===== src/design/nvmpi_consts.vh =====
// Purpose: constants for the nvm protection and identification block
// Assumes: 14-bit nvm words, 15-bit nvm addresses
// Notes: definitions only
`ifndef NVMPI_CONSTS_VH
`define NVMPI_CONSTS_VH
// memory configuration word fields
`define NVMPI_MCW_LVP_BIT 13
`define NVMPI_MCW_SCAN_BIT 12
`define NVMPI_MCW_UNIMP_MASK 14'h0FFC
`define NVMPI_MCW_WRT_LO 0
// code protection word fields
`define NVMPI_CPW_EEP_BIT 1
`define NVMPI_CPW_FLASH_BIT 0
`define NVMPI_CPW_UNIMP_MASK 14'h3FFC
// erased configuration value
`define NVMPI_CFG_RESET 14'h3FFF
// self-write protect field codes
`define NVMPI_WRT_OFF 2'h3
`define NVMPI_WRT_512 2'h2
`define NVMPI_WRT_4K 2'h1
`define NVMPI_WRT_ALL 2'h0
// protected range limits
`define NVMPI_WRT_512_TOP 15'h01FF
`define NVMPI_WRT_4K_TOP 15'h0FFF
`define NVMPI_FLASH_TOP 15'h1FFF
// identification space addresses
`define NVMPI_UID_BASE 16'h8000
`define NVMPI_UID0_ADDR 16'h8000
`define NVMPI_REVID_ADDR 16'h8005
`define NVMPI_DEVICE_IDENTIFIER_ADDR 16'h8006
`define NVMPI_MCW_ADDR 16'h800A
`define NVMPI_CPW_ADDR 16'h800B
// revision word layout
`define NVMPI_REV_FIXED 2'h2
// arbitrary neutral identity values
`define NVMPI_PART_CODE 14'h0123
`define NVMPI_MAJOR_REV 6'h01
`define NVMPI_MINOR_REV 6'h00
`endif


===== src/design/nvmpi_wrt_check.v =====
// Purpose: decides whether a self-write address is protected
// Assumes: 15-bit word address into program flash
// Notes: purely combinational
`timescale 1ns/10ps
`include "nvmpi_consts.vh"
module nvmpi_wrt_check (
	input wire [1:0] wrt_field_in, // self-write protect field
	input wire [14:0] addr_in, // target flash address
	output reg protected_out // high when self-write is blocked
);
	// range compare per field code
	always @* begin
		case (wrt_field_in)
			`NVMPI_WRT_OFF: protected_out = 1'b0;
			`NVMPI_WRT_512: protected_out = (addr_in <= `NVMPI_WRT_512_TOP);
			`NVMPI_WRT_4K: protected_out = (addr_in <= `NVMPI_WRT_4K_TOP);
			default: protected_out = (addr_in <= `NVMPI_FLASH_TOP);
		endcase
	end
endmodule // nvmpi_wrt_check


===== src/design/nvmpi_top.v =====
// Purpose: nvm protection, programming-entry and identification logic
// Assumes: code protect word arrives as a level from the fuse array; memory config word resets to erased value; pins pre-sampled here
// Notes: external = programming port, internal = cpu and self-write control
// Behaviour
// - lvp set: low-voltage entry, pin is reset
// - no lvp clear during low-voltage programming
// - high-voltage entry always accepted
// - scanner usable only when available bit set
// - unimplemented config bits read as one
// - field 11 none; 10 protects 0000-01FF
// - field 01 protects to 0FFF; 00 all
// - flash protect: external access blocked, zeros
// - cpu reads flash freely; self-write by field
// - eeprom protect: external access blocked, zeros
// - cpu reads eeprom freely
// - the two protections act independently
// - bit1 eeprom, bit0 flash, zero protects
// - four user id words, read and write
// - device id 8006h, revision id 8005h
// - id words are read-only
// - ids and config readable externally and internally
// - revision bits 13:12 read 10
// - major revision 11:6, minor 5:0
`timescale 1ns/10ps
`include "nvmpi_consts.vh"
module nvmpi_top (
	input wire clk_in, // 10 MHz clock
	input wire reset_n_in, // async reset, active low
	input wire [13:0] memory_config_word_in, // raw fuse value of memory config word
	input wire [13:0] code_protect_config_word_in, // raw fuse value of code protect word
	input wire reset_pin_enable_in, // reset pin enable fuse bit
	input wire reset_progvolt_pin_in, // shared reset pin logic level (async)
	input wire high_prog_voltage_level_in, // high voltage detected on pin (async)
	input wire lv_entry_key_in, // low-voltage entry key seen (async)
	input wire prog_exit_in, // programmer leaves programming mode (async)
	input wire scanner_module_disable_in, // scanner disable control bit
	// external programming port
	input wire ext_req_in, // external access strobe
	input wire ext_wr_in, // 1 write, 0 read
	input wire ext_eeprom_in, // 1 eeprom space, 0 flash space
	input wire [15:0] ext_addr_in, // external address, bit 15 selects id space
	input wire [13:0] ext_wdata_in, // external write data
	output reg [13:0] ext_rdata_out, // external read data
	output reg ext_ack_out, // external access done
	// internal cpu / self-write port
	input wire int_req_in, // internal access strobe
	input wire int_wr_in, // 1 self-write, 0 read
	input wire int_eeprom_in, // 1 eeprom space, 0 flash space
	input wire [15:0] int_addr_in, // internal address, bit 15 selects id space
	input wire [13:0] int_wdata_in, // self-write data
	output reg [13:0] int_rdata_out, // internal read data
	output reg int_ack_out, // internal access done
	// memory array side
	output reg mem_req_out, // array access strobe
	output reg mem_wr_out, // array write enable
	output reg mem_eeprom_out, // array select
	output reg [14:0] mem_addr_out, // array address
	output reg [13:0] mem_wdata_out, // array write data
	input wire [13:0] mem_rdata_in, // array read data, sampled in the strobe cycle
	// status
	output reg in_program_mode_out, // programming mode active
	output reg lv_program_mode_out, // programming via low-voltage entry
	output reg reset_pin_is_reset_out, // shared pin acts as reset
	output reg scanner_enable_out, // scanner running
	output reg lvp_clear_refused_out // one-cycle pulse on refused lvp clear
);
	localparam ST_IDLE = 2'h0;
	localparam ST_RD = 2'h1;
	reg [2:0] pin_s1_q, pin_s2_q;
	reg pv_s1_q, pv_s2_q;
	reg [1:0] state_q;
	reg src_ext_q; // pending read came from external port
	reg blank_q; // pending read returns zeros
	reg [13:0] idval_q; // pending read from id/config space
	reg id_hit_q;
	reg [13:0] uid_q [0:3];
	reg [13:0] mcw_q; // effective memory config word
	wire sel_ext;
	wire [15:0] a;
	wire wr, eep, id_space, uid_hit, flash_prot, eep_prot, self_prot, low_voltage_prog_enable;
	wire [13:0] mcw_rd, cpw_rd, rev_word, wdat;
	wire hv_s, key_s, exit_s;
	wire lvp_clear_try;
	integer i;

	// two-stage sync of pin-side inputs
	always @(posedge clk_in or negedge reset_n_in) begin
		if (!reset_n_in) begin
			pin_s1_q <= 3'h0;
			pin_s2_q <= 3'h0;
			pv_s1_q <= 1'b1;
			pv_s2_q <= 1'b1;
		end else begin
			pin_s1_q <= {prog_exit_in, lv_entry_key_in, high_prog_voltage_level_in};
			pin_s2_q <= pin_s1_q;
			pv_s1_q <= reset_progvolt_pin_in;
			pv_s2_q <= pv_s1_q;
		end
	end
	assign hv_s = pin_s2_q[0];
	assign key_s = pin_s2_q[1];
	assign exit_s = pin_s2_q[2];
	assign low_voltage_prog_enable = mcw_q[`NVMPI_MCW_LVP_BIT];

	// programming mode entry and exit
	always @(posedge clk_in or negedge reset_n_in) begin
		if (!reset_n_in) begin
			in_program_mode_out <= 1'b0;
			lv_program_mode_out <= 1'b0;
		end else if (exit_s) begin
			in_program_mode_out <= 1'b0;
			lv_program_mode_out <= 1'b0;
		end else if (!in_program_mode_out && hv_s) begin
			in_program_mode_out <= 1'b1;
			lv_program_mode_out <= 1'b0;
		end else if (!in_program_mode_out && key_s && low_voltage_prog_enable) begin
			in_program_mode_out <= 1'b1;
			lv_program_mode_out <= 1'b1;
		end
	end

	// pin role and scanner gating
	always @(posedge clk_in or negedge reset_n_in) begin
		if (!reset_n_in) begin
			reset_pin_is_reset_out <= 1'b1;
			scanner_enable_out <= 1'b0;
		end else begin
			reset_pin_is_reset_out <= low_voltage_prog_enable | reset_pin_enable_in;
			scanner_enable_out <= mcw_q[`NVMPI_MCW_SCAN_BIT] &
				~scanner_module_disable_in;
		end
	end

	// request select: external always wins
	assign sel_ext = ext_req_in;
	assign a = sel_ext ? ext_addr_in : int_addr_in;
	assign wr = sel_ext ? ext_wr_in : int_wr_in;
	assign eep = sel_ext ? ext_eeprom_in : int_eeprom_in;
	assign wdat = sel_ext ? ext_wdata_in : int_wdata_in;
	assign id_space = !eep && a[15];
	assign uid_hit = id_space && ((a >> 2) == (`NVMPI_UID0_ADDR >> 2));
	assign flash_prot = !code_protect_config_word_in[`NVMPI_CPW_FLASH_BIT];
	assign eep_prot = !code_protect_config_word_in[`NVMPI_CPW_EEP_BIT];
	assign lvp_clear_try = wr && id_space && (a == `NVMPI_MCW_ADDR) &&
		!wdat[`NVMPI_MCW_LVP_BIT];

	nvmpi_wrt_check u_wrt (
		.wrt_field_in(mcw_q[`NVMPI_MCW_WRT_LO+1:`NVMPI_MCW_WRT_LO]),
		.addr_in(a[14:0]),
		.protected_out(self_prot)
	);

	// readback values with unimplemented bits forced high
	assign mcw_rd = mcw_q | `NVMPI_MCW_UNIMP_MASK;
	assign cpw_rd = code_protect_config_word_in | `NVMPI_CPW_UNIMP_MASK;
	assign rev_word = {`NVMPI_REV_FIXED, `NVMPI_MAJOR_REV, `NVMPI_MINOR_REV};

	// access sequencer
	always @(posedge clk_in or negedge reset_n_in) begin
		if (!reset_n_in) begin
			state_q <= ST_IDLE;
			src_ext_q <= 1'b0;
			blank_q <= 1'b0;
			id_hit_q <= 1'b0;
			idval_q <= 14'h0000;
			mcw_q <= `NVMPI_CFG_RESET;
			mem_req_out <= 1'b0;
			mem_wr_out <= 1'b0;
			mem_eeprom_out <= 1'b0;
			mem_addr_out <= 15'h0000;
			mem_wdata_out <= 14'h0000;
			ext_ack_out <= 1'b0;
			int_ack_out <= 1'b0;
			ext_rdata_out <= 14'h0000;
			int_rdata_out <= 14'h0000;
			lvp_clear_refused_out <= 1'b0;
			for (i = 0; i < 4; i = i + 1)
				uid_q[i] <= 14'h0000;
		end else begin
			mem_req_out <= 1'b0;
			mem_wr_out <= 1'b0;
			ext_ack_out <= 1'b0;
			int_ack_out <= 1'b0;
			lvp_clear_refused_out <= 1'b0;
			if (state_q == ST_RD) begin
				state_q <= ST_IDLE;
				if (src_ext_q) begin
					ext_ack_out <= 1'b1;
					ext_rdata_out <= blank_q ? 14'h0000 :
						(id_hit_q ? idval_q : mem_rdata_in);
				end else begin
					int_ack_out <= 1'b1;
					int_rdata_out <= id_hit_q ? idval_q : mem_rdata_in;
				end
			end else if (ext_req_in || int_req_in) begin
				src_ext_q <= sel_ext;
				if (wr) begin
					if (sel_ext) ext_ack_out <= 1'b1;
					else int_ack_out <= 1'b1;
					if (uid_hit) begin
						uid_q[a[1:0]] <= wdat;
					end else if (id_space) begin
						if (sel_ext && a == `NVMPI_MCW_ADDR) begin
							if (lv_program_mode_out && lvp_clear_try) begin
								lvp_clear_refused_out <= 1'b1;
								mcw_q <= {1'b1, wdat[12:0]};
							end else
								mcw_q <= wdat;
						end
						// id words ignore writes
					end else if (sel_ext ? (eep ? eep_prot : flash_prot)
						: (!eep && self_prot)) begin
						// dropped silently
					end else begin
						mem_req_out <= 1'b1;
						mem_wr_out <= 1'b1;
						mem_eeprom_out <= eep;
						mem_addr_out <= a[14:0];
						mem_wdata_out <= wdat;
					end
				end else begin
					state_q <= ST_RD;
					blank_q <= sel_ext && !id_space && (eep ? eep_prot : flash_prot);
					id_hit_q <= id_space;
					case (a)
						`NVMPI_REVID_ADDR: idval_q <= rev_word;
						`NVMPI_DEVICE_IDENTIFIER_ADDR: idval_q <= `NVMPI_PART_CODE;
						`NVMPI_MCW_ADDR: idval_q <= mcw_rd;
						`NVMPI_CPW_ADDR: idval_q <= cpw_rd;
						default: idval_q <= uid_hit ? uid_q[a[1:0]] : 14'h0000;
					endcase
					mem_req_out <= !id_space;
					mem_eeprom_out <= eep;
					mem_addr_out <= a[14:0];
				end
			end
		end
	end
endmodule // nvmpi_top


===== config.mk =====
export PLATFORM = sky130hd
export DESIGN_NAME = nvmpi_top
export DESIGN_NICKNAME = d
export VERILOG_FILES = /design/src/design/nvmpi_wrt_check.v /design/src/design/nvmpi_top.v
export VERILOG_INCLUDE_DIRS = /design/src /design/src/design
export SDC_FILE = /design/constraint.sdc
export NUM_CORES = 1
export LEC_CHECK = 0
export BUFFER_PORTS_ARGS = -buffer_cell sky130_fd_sc_hd__buf_2
export CAP_MARGIN = 20
export CORE_MARGIN = 5
export CORE_UTILIZATION = 40
export DETAILED_ROUTE_END_ITERATION = 10
export GPL_ROUTABILITY_DRIVEN = 0
export GPL_TIMING_DRIVEN = 0
export SKIP_LAST_GASP = 1
export SLEW_MARGIN = 20
export SYNTH_ARGS = -nofsm -noshare
export SYNTH_HDL_FRONTEND = slang
export SYNTH_SLANG_ARGS = --single-unit

===== constraint.sdc =====
create_clock -name clk_in -period 2.66 [get_ports clk_in]
set_input_delay 0.399 -clock clk_in [delete_from_list [all_inputs] [get_ports clk_in]]
set_output_delay 0.399 -clock clk_in [all_outputs]
set_load 0.01 [all_outputs]

==> results of run 1 <==
[per-stage QoR]
| stage | power, mW | setup WS (ns) | utilization [%] |
|---|---|---|---|
| after floorplan | 3.399 | 0.2654 | - |
| after global placement | 3.936 | -0.8835 | 47.33 |
| after detailed placement | 3.981 | -0.2836 | 47.55 |
| after CTS | 6.268 | 0.1283 | 50.98 |
| after global routing | 6.507 | 0.01522 | 51.03 |
| final | 6.194 | 0.09125 | 51.03 |
[power breakdown]
part / switching [mW] / internal (mW)
sequential: 0.155 / 2.60
clock: 0.895 / 1.38
combinational: 0.643 / 0.521
total: 1.69 / 4.50
[critical path: cells and delay by family]
| kind | cells | cell delay, ns |
|---|---|---|
| AOI/OAI and AO/OA | 1 | 0.58 |
| buffers and inverters | 3 | 0.43 |
| muxes | 1 | 0.35 |
| and+or+nand+nor | 3 | 1.10 |
[cell usage in the layout, fill, tap and decap left out, types with 2 or more instances in the layout]
master,n
nand3_2,2
clkbuf_16,17
dfstp_2,5
clkinv_2,5
a31oi_1,2
or2_2,4
nor2_1,7
a21oi_1,16
mux2i_1,21
clkbuf_1,15
nor3_1,6
a211oi_4,2
mux2_4,20
buf_6,6
mux2_2,79
nand4_1,7
nor4_1,3
buf_2,156
clkbuf_8,4
buf_4,3
mux2_1,20
nor4b_1,2
nand2_1,57
o21ai_0,47
inv_1,5
o31ai_1,2
nor2b_1,4
buf_1,3
dfrtp_1,146
mux4_2,14
and3_1,4
nand2b_1,3
[state kept, by name (all words and copies together), names as in the netlist, 3 cells and up]
signal and cells:
int_rdata_out 14, pin_s2_q 3, pin_s1_q 3, mem_wdata_out 14, mcw_q 4, ext_rdata_out 14
uid_q 56, idval_q 14, mem_addr_out 15
[logic make-up after synthesis]
| logic type | share of synthesized area (%) |
|---|---|
| multiplexers | 28.30 |
| flip-flops | 55.19 |
| AND/OR/NAND/NOR | 7.243 |
| AO/OA/AOI/OAI | 6.641 |
| buffers and inverters | 2.627 |
[area by class of cell]
class                      count  area, sq um  share of cell area (%)
buffer                        27        161.4                   1.894
clock inverter                 8        71.32                  0.8369
multi-input combinational    333         2900                   34.03
inverter                       5        18.77                  0.2202
timing repair buffer         156        818.3                   9.602
clock buffer                  24        491.7                   5.770
sequential                   151         3785                   44.41
tap                          220        275.3                   3.230
[routing by layer]
metal	global-route usage, %	vias up	routed length, microns
li1	-	2214	-
met1	23.67	2351	7636
met2	28.91	104	8438
met3	4.572	21	860
met4	5.558	0	238
met5	0	-	0
[repair_timing]
action | 4_1_cts | 5_1_grt
hold endpoints to repair | 45 | 0
endpoints found under the setup margin | 0 | 12
gates resized for setup | 0 | 1
hold buffers | 1 | 0
[worst paths after layout]
| path | start | slack, ns | endpoint |
|---|---|---|---|
| min in group asynchronous | reset_n_in | 0.47 | mem_wdata_out[1] |
| max in group asynchronous | reset_n_in | 1.37 | int_rdata_out[1] |
| worst max register to register | mcw_q[0] | 0.22 | mem_wdata_out[6] |
| worst min register to register | pin_s1_q[1] | 0.35 | pin_s2_q[1] |
| worst max-delay path | int_addr_in[9] | 0.09 | uid_q[38] |
| worst min-delay path | prog_exit_in | 0.08 | pin_s1_q[2] |
==> qor.csv, run 1 <==
stage,metric,value,unit
synth,commonest cells in the netlist,"dfrtp_1 (146), mux2_2 (79), nand2_1 (57), o21ai_0 (47), mux2i_1 (21)",
grt,first-pass GRT wire length,27.61,mm
synth,Post-Syn Area per Cell,13.29,sq um
timing,final setup vio count,0,
timing,worst slew pin tran,0.8437,ns
route,vias per cell,5.076,
timing,crit path time final,2.569,ns
synth,Seq cells post-synth,151,
clock_network,Num CTS Buffers,17,
route,Routed Antenna Nets,0,
power_and_ir_drop,pwr dens,726.8,mW/mm^2
synth,Yosys cell types,41,
clock_network,CTS max path bufs,2,
synth,Synth Instances,516,
worst_setup_path,worst-case reg-to-reg path depth,5,
hold_path,Hold Crit Depth,1,
clock_network,Clock Latency Late Sink,0.42,ns
synth,Post-synth EDFFs,0,
floorplan,Core Box Area,0.01670,sq mm
timing,slew margin rel.,43.76,%
place,dpl cell area,0.007941,sq mm
synth,Post-synth ARST share,100.0,%
worst_setup_path,crit path DAT,2.87,ns
synth,ranking of synthesized cells by area,"dfrtp_1 (53%), mux2_2 (13%), mux4_2 (4.6%)",
final_layout,fin area,0.008522,sq mm
grt,total track usage,17.83,%
place,Port Buffers,154,
worst_setup_path,critical path's largest stage delay,0.58,ns
clock_network,H-Tree Depth,4,
timing,worst hold margin,0.08120,ns
timing,RSZ-0062 raised after global routing,no,
job,Max-Cap Viols,0,
worst_setup_path,Worst setup EP type,flip-flop,
synth,Post-Syn Nets,632,
clock_network,clock transition at the registers of the reported paths,0.06,ns
final_layout,layout cells sized above 1,46.45,%
worst_setup_path,WS Path Type,in -> reg,
synth,largest area contributor in the netlist,dfrtp_1,
synth,dominant synthesized flop cell,dfrtp_1,
synth,Ys Warns,0,
route,DRT iter0 DRCs,192,
floorplan,Starting Density,41.06,%
timing,fin crit share,96.57,%
synth,most frequent cell after synthesis,dfrtp_1,
clock_network,Clock Sinks,151,
outcome,status,"complete, no violations",
route,first-pass iteration count of the detailed router,4,
floorplan,die width,140.9,microns
final_layout,Final Non-Filler Cells,924,
route,drt drc,0,
timing,Max Clk Rate,389.3,MHz
grt,initial antenna violation count,0,
clock_network,TritonCTS clock tree,yes,
worst_setup_path,CP Data Required Time,2.96,ns
place,Placed Instances,891,
timing,skew final,0.006637,ns
clock_network,Root Driver,clkbuf_16,
timing,Pins Over Slew Limit,0,
grt,grt total ovfl,0,
timing,setup TNS,0,ns
timing,final hold vios,0,
place,dpl hpwl,12.74,mm
synth,sequential share of the synthesized area,55.19,%
worst_setup_path,slowest CP cell,a2111oi_4,
final_layout,n_diodes,0,
worst_setup_path,CP Cell Sequence,buf_2 > nor4_1 > nand4_1 > a2111oi_4 > and3_1 > buf_4 > buf_6 > mux2_1,
final_layout,Filler Cells Inserted,1496,
synth,Synth Cell Area,0.006858,sq mm
clock_network,postcts setup bufs,0,
floorplan,row count,47,
route,final WL,17.17,mm
floorplan,DIE AREA,0.01986,sq mm
hold_path,hold crit path type,in -> reg,
floorplan,die height,140.9,microns
worst_setup_path,Critical Path Start Type,input pin,
floorplan,Boundary Pins,183,
power_and_ir_drop,Max VDD drop,0.0004878,V
route,Routed WL per cell,18.59,microns
final_layout,Area growth syn-to-layout,24.27,%
route,DR vias,4690,
grt,vias in the first global route,4997,
grt,largest net degree at the start of global routing,106,
synth,top cell type's share of synthesized area,53.27,%
worst_setup_path,"Max FO, Critical Path",10,
power_and_ir_drop,Pleak,4.157,nW
final_layout,number of nets in the layout,807,
No activity file was read; power rests on OpenSTA's default activity.
==> inputs of run 2 (changes only) <==
- CTS_BUF_LIST: default -> sky130_fd_sc_hd__clkbuf_4 sky130_fd_sc_hd__clkbuf_8 sky130_fd_sc_hd__clkbuf_16
==> qor.csv, run 2 (synthesis results as in run 1) <==
stage,metric,value,unit,change
clock_network,CTS max path bufs,2,,unchanged
worst_setup_path,Worst setup EP type,flip-flop,,unchanged
timing,Pins Over Slew Limit,0,,unchanged
hold_path,hold worst-path end,pin_s1_q[2],,unchanged
timing,final setup vio count,0,,unchanged
power_and_ir_drop,part of the power in registers,44.3,%,was 44.5%
worst_setup_path,"setup slack, reg-to-reg",0.20,ns,was 0.22 ns
floorplan,die height,140.9,microns,unchanged
final_layout,"commonest cells after routing, fill and taps aside","buf_2 (156), dfrtp_1 (146), mux2_2 (79)",,unchanged
timing,final hold vios,0,,unchanged
hold_path,hold crit path type,in -> reg,,unchanged
power_and_ir_drop,combinational share of power,18.7,%,was 18.8%
clock_network,clock transition at the registers of the reported paths,0.06,ns,about the same
place,DP Worst Slack,-0.2836,ns,unchanged
power_and_ir_drop,pwr dens,729.3,mW/mm^2,was 726.8 mW/mm^2
timing,Max Clk Rate,390.1,MHz,was 389.3 MHz
grt,first-pass GRT wire length,27.63,mm,was 27.61 mm
worst_setup_path,Critical Path Start Type,input pin,,unchanged
route,Routed Antenna Nets,0,,unchanged
final_layout,layout cells sized above 1,46.88,%,was 46.45%
clock_network,Clock Latency Late Sink,0.42,ns,about the same
grt,largest net degree at the start of global routing,106,,unchanged
power_and_ir_drop,Max VDD drop,0.0004968,V,was 0.0004878 V
clock_network,Clock Sinks,151,,unchanged
timing,setup TNS,0,ns,unchanged
hold_path,Hold Crit Depth,1,,unchanged
power_and_ir_drop,internal power,4.532,mW,was 4.501 mW
route,metal3 WL,886,microns,was 860 microns
grt,grt total ovfl,0,,unchanged
final_layout,Filler Cells Inserted,1497,,was 1496
timing,setup slack after layout,0.09664,ns,was 0.09125 ns
worst_setup_path,crit path DAT,2.86,ns,was 2.87 ns
final_layout,"commonest non-fill, non-tap cell in the layout",buf_2,,unchanged
final_layout,number of nets in the layout,807,,unchanged
final_layout,Largest register FFs,56,,unchanged
floorplan,Starting Density,41.06,%,unchanged
power_and_ir_drop,final total power,6.223,mW,was 6.194 mW
job,Max-Cap Viols,0,,unchanged
final_layout,n_diodes,0,,unchanged
power_and_ir_drop,switching pwr,1.691,mW,was 1.693 mW
timing,skew final,0.006142,ns,was 0.006637 ns
worst_setup_path,WS Path Type,in -> reg,,unchanged
route,drt drc,0,,unchanged
floorplan,die width,140.9,microns,unchanged
place,Placed Instances,891,,unchanged
floorplan,DIE AREA,0.01986,sq mm,unchanged
worst_setup_path,"Max FO, Critical Path",10,,unchanged
final_layout,fin area,0.008533,sq mm,was 0.008522 sq mm
timing,slew margin rel.,42.77,%,was 43.76%
worst_setup_path,CP Data Required Time,2.96,ns,about the same
grt,initial antenna violation count,0,,unchanged
final_layout,Top reg by flops,uid_q,,unchanged
worst_setup_path,worst flop-to-flop path endpoint,mem_wdata_out[6],,unchanged
clock_network,H-Tree Depth,4,,unchanged
power_and_ir_drop,Sw Share,27.17,%,was 27.33%
clock_network,Num CTS Buffers,17,,unchanged
place,dpl hpwl,12.74,mm,unchanged
route,DRT met1 WL,7.649,mm,was 7.636 mm
final_layout,Area growth syn-to-layout,24.43,%,was 24.27%
final_layout,Final Non-Filler Cells,924,,unchanged
worst_setup_path,worst-case reg-to-reg path depth,5,,unchanged
clock_network,Root Driver,clkbuf_16,,unchanged
outcome,status,"complete, no violations",,unchanged
route,Routed WL per cell,18.59,microns,about the same
route,DR top layer,met4,,unchanged
route,DR vias,4720,,was 4690
route,vias per cell,5.108,,was 5.076
timing,crit path time final,2.563,ns,was 2.569 ns
floorplan,row count,47,,unchanged
route,DRT iter0 DRCs,190,,was 192
worst_setup_path,RR Startpoint,mcw_q[0],,unchanged
place,dpl cell area,0.007941,sq mm,unchanged
timing,RSZ-0062 raised after global routing,no,,unchanged
grt,vias in the first global route,5017,,was 4997
hold_path,hold path start,prog_exit_in,,unchanged
clock_network,TritonCTS clock tree,yes,,unchanged
power_and_ir_drop,clock share of power,37.0,%,was 36.7%
final_layout,Regs by FF count,"uid_q (56), mem_addr_out (15)",,unchanged
power_and_ir_drop,Pleak,4.167,nW,was 4.157 nW
timing,fin crit share,96.37,%,was 96.57%
route,Met2 Routed Length,8.441,mm,was 8.438 mm
route,first-pass iteration count of the detailed router,4,,unchanged
timing,worst slew pin tran,0.8585,ns,was 0.8437 ns
route,final WL,17.18,mm,was 17.17 mm
floorplan,Core Box Area,0.01670,sq mm,unchanged
grt,total track usage,17.84,%,was 17.83%
floorplan,Boundary Pins,183,,unchanged
place,Port Buffers,154,,unchanged
run 2: cell counts in the layout (fill, tap and decap cells not counted):
No cell type changed its count.
run 2: routing by layer:
| layer | vias to the layer above | GRT usage [%] |
|---|---|---|
| li1 | 2212 | - |
| met1 | 2368 | 23.56 |
| met3 | 16 | 4.572 |
| met5 | - | 0 |
| met2 | 124 | 29.06 |
| met4 | 0 | 5.558 |
run 2: area by class of cell:
| type | instances | area, sq um | share of cell area, % |
|---|---|---|---|
| multi-input cells | 333 | 2900 | 33.99 |
| repair buffers | 156 | 818.3 | 9.589 |
| plain buffers | 27 | 161.4 | 1.891 |
| well taps | 220 | 275.3 | 3.226 |
| inverters | 5 | 18.77 | 0.2199 |
| clock buffers | 24 | 503.0 | 5.894 |
| clock inverters | 8 | 71.32 | 0.8358 |
| flip-flops and latches | 151 | 3785 | 44.35 |
run 2: how the worst max path moves through the flow:
| stage | startpoint | end | slack [ns] | depth (start not counted) |
|---|---|---|---|---|
| 2_1_floorplan | ext_req_in | uid_q[31] | 0.27 | 8 |
| 3_3_place_gp | reset_n_in | ext_rdata_out[10] | -0.88 | 1 |
| 3_5_place_dp | int_addr_in[9] | mcw_q[12] | -0.28 | 7 |
| 4_1_cts | mcw_q[0] | mem_wdata_out[6] | 0.13 | 5 |
| 5_1_grt | mcw_q[0] | mem_wdata_out[12] | 0.01 | 5 |
| 6_report | int_addr_in[9] | uid_q[38] | 0.1 | 8 |
run 2: stage by stage:
stage               hold slack (ns)  util [%]
floorplan                    0.1034         -
global placement             0.3323     47.33
detailed placement           0.3228     47.55
CTS                         0.06880     51.05
global route                0.06644     51.09
finish                      0.08459     51.09
run 2: power by group through the flow:
stage	Clock (mW)	Sequential, mW	Combinational [mW]
3_3_place_gp	0	2.78	1.16
6_report	2.30	2.76	1.17
5_1_grt	2.46	2.79	1.28
3_5_place_dp	0	2.80	1.19
4_1_cts	2.35	2.76	1.19
2_1_floorplan	0	2.93	0.473
run 2: worst max-delay path, cell delays in order:
cell       delay [ns]
buf_2            0.10
nor4_1           0.48
nand4_1          0.40
a2111oi_4        0.57
and3_1           0.22
buf_4            0.15
buf_6            0.18
mux2_1           0.35
run 2: timing repair:
item | 4_1_cts | 5_1_grt
setup buffers | 0 | 0
setup endpoints to repair | 0 | 12
hold endpoints to repair | 45 | 0
hold buffers | 1 | 0
gates resized for setup | 0 | 1
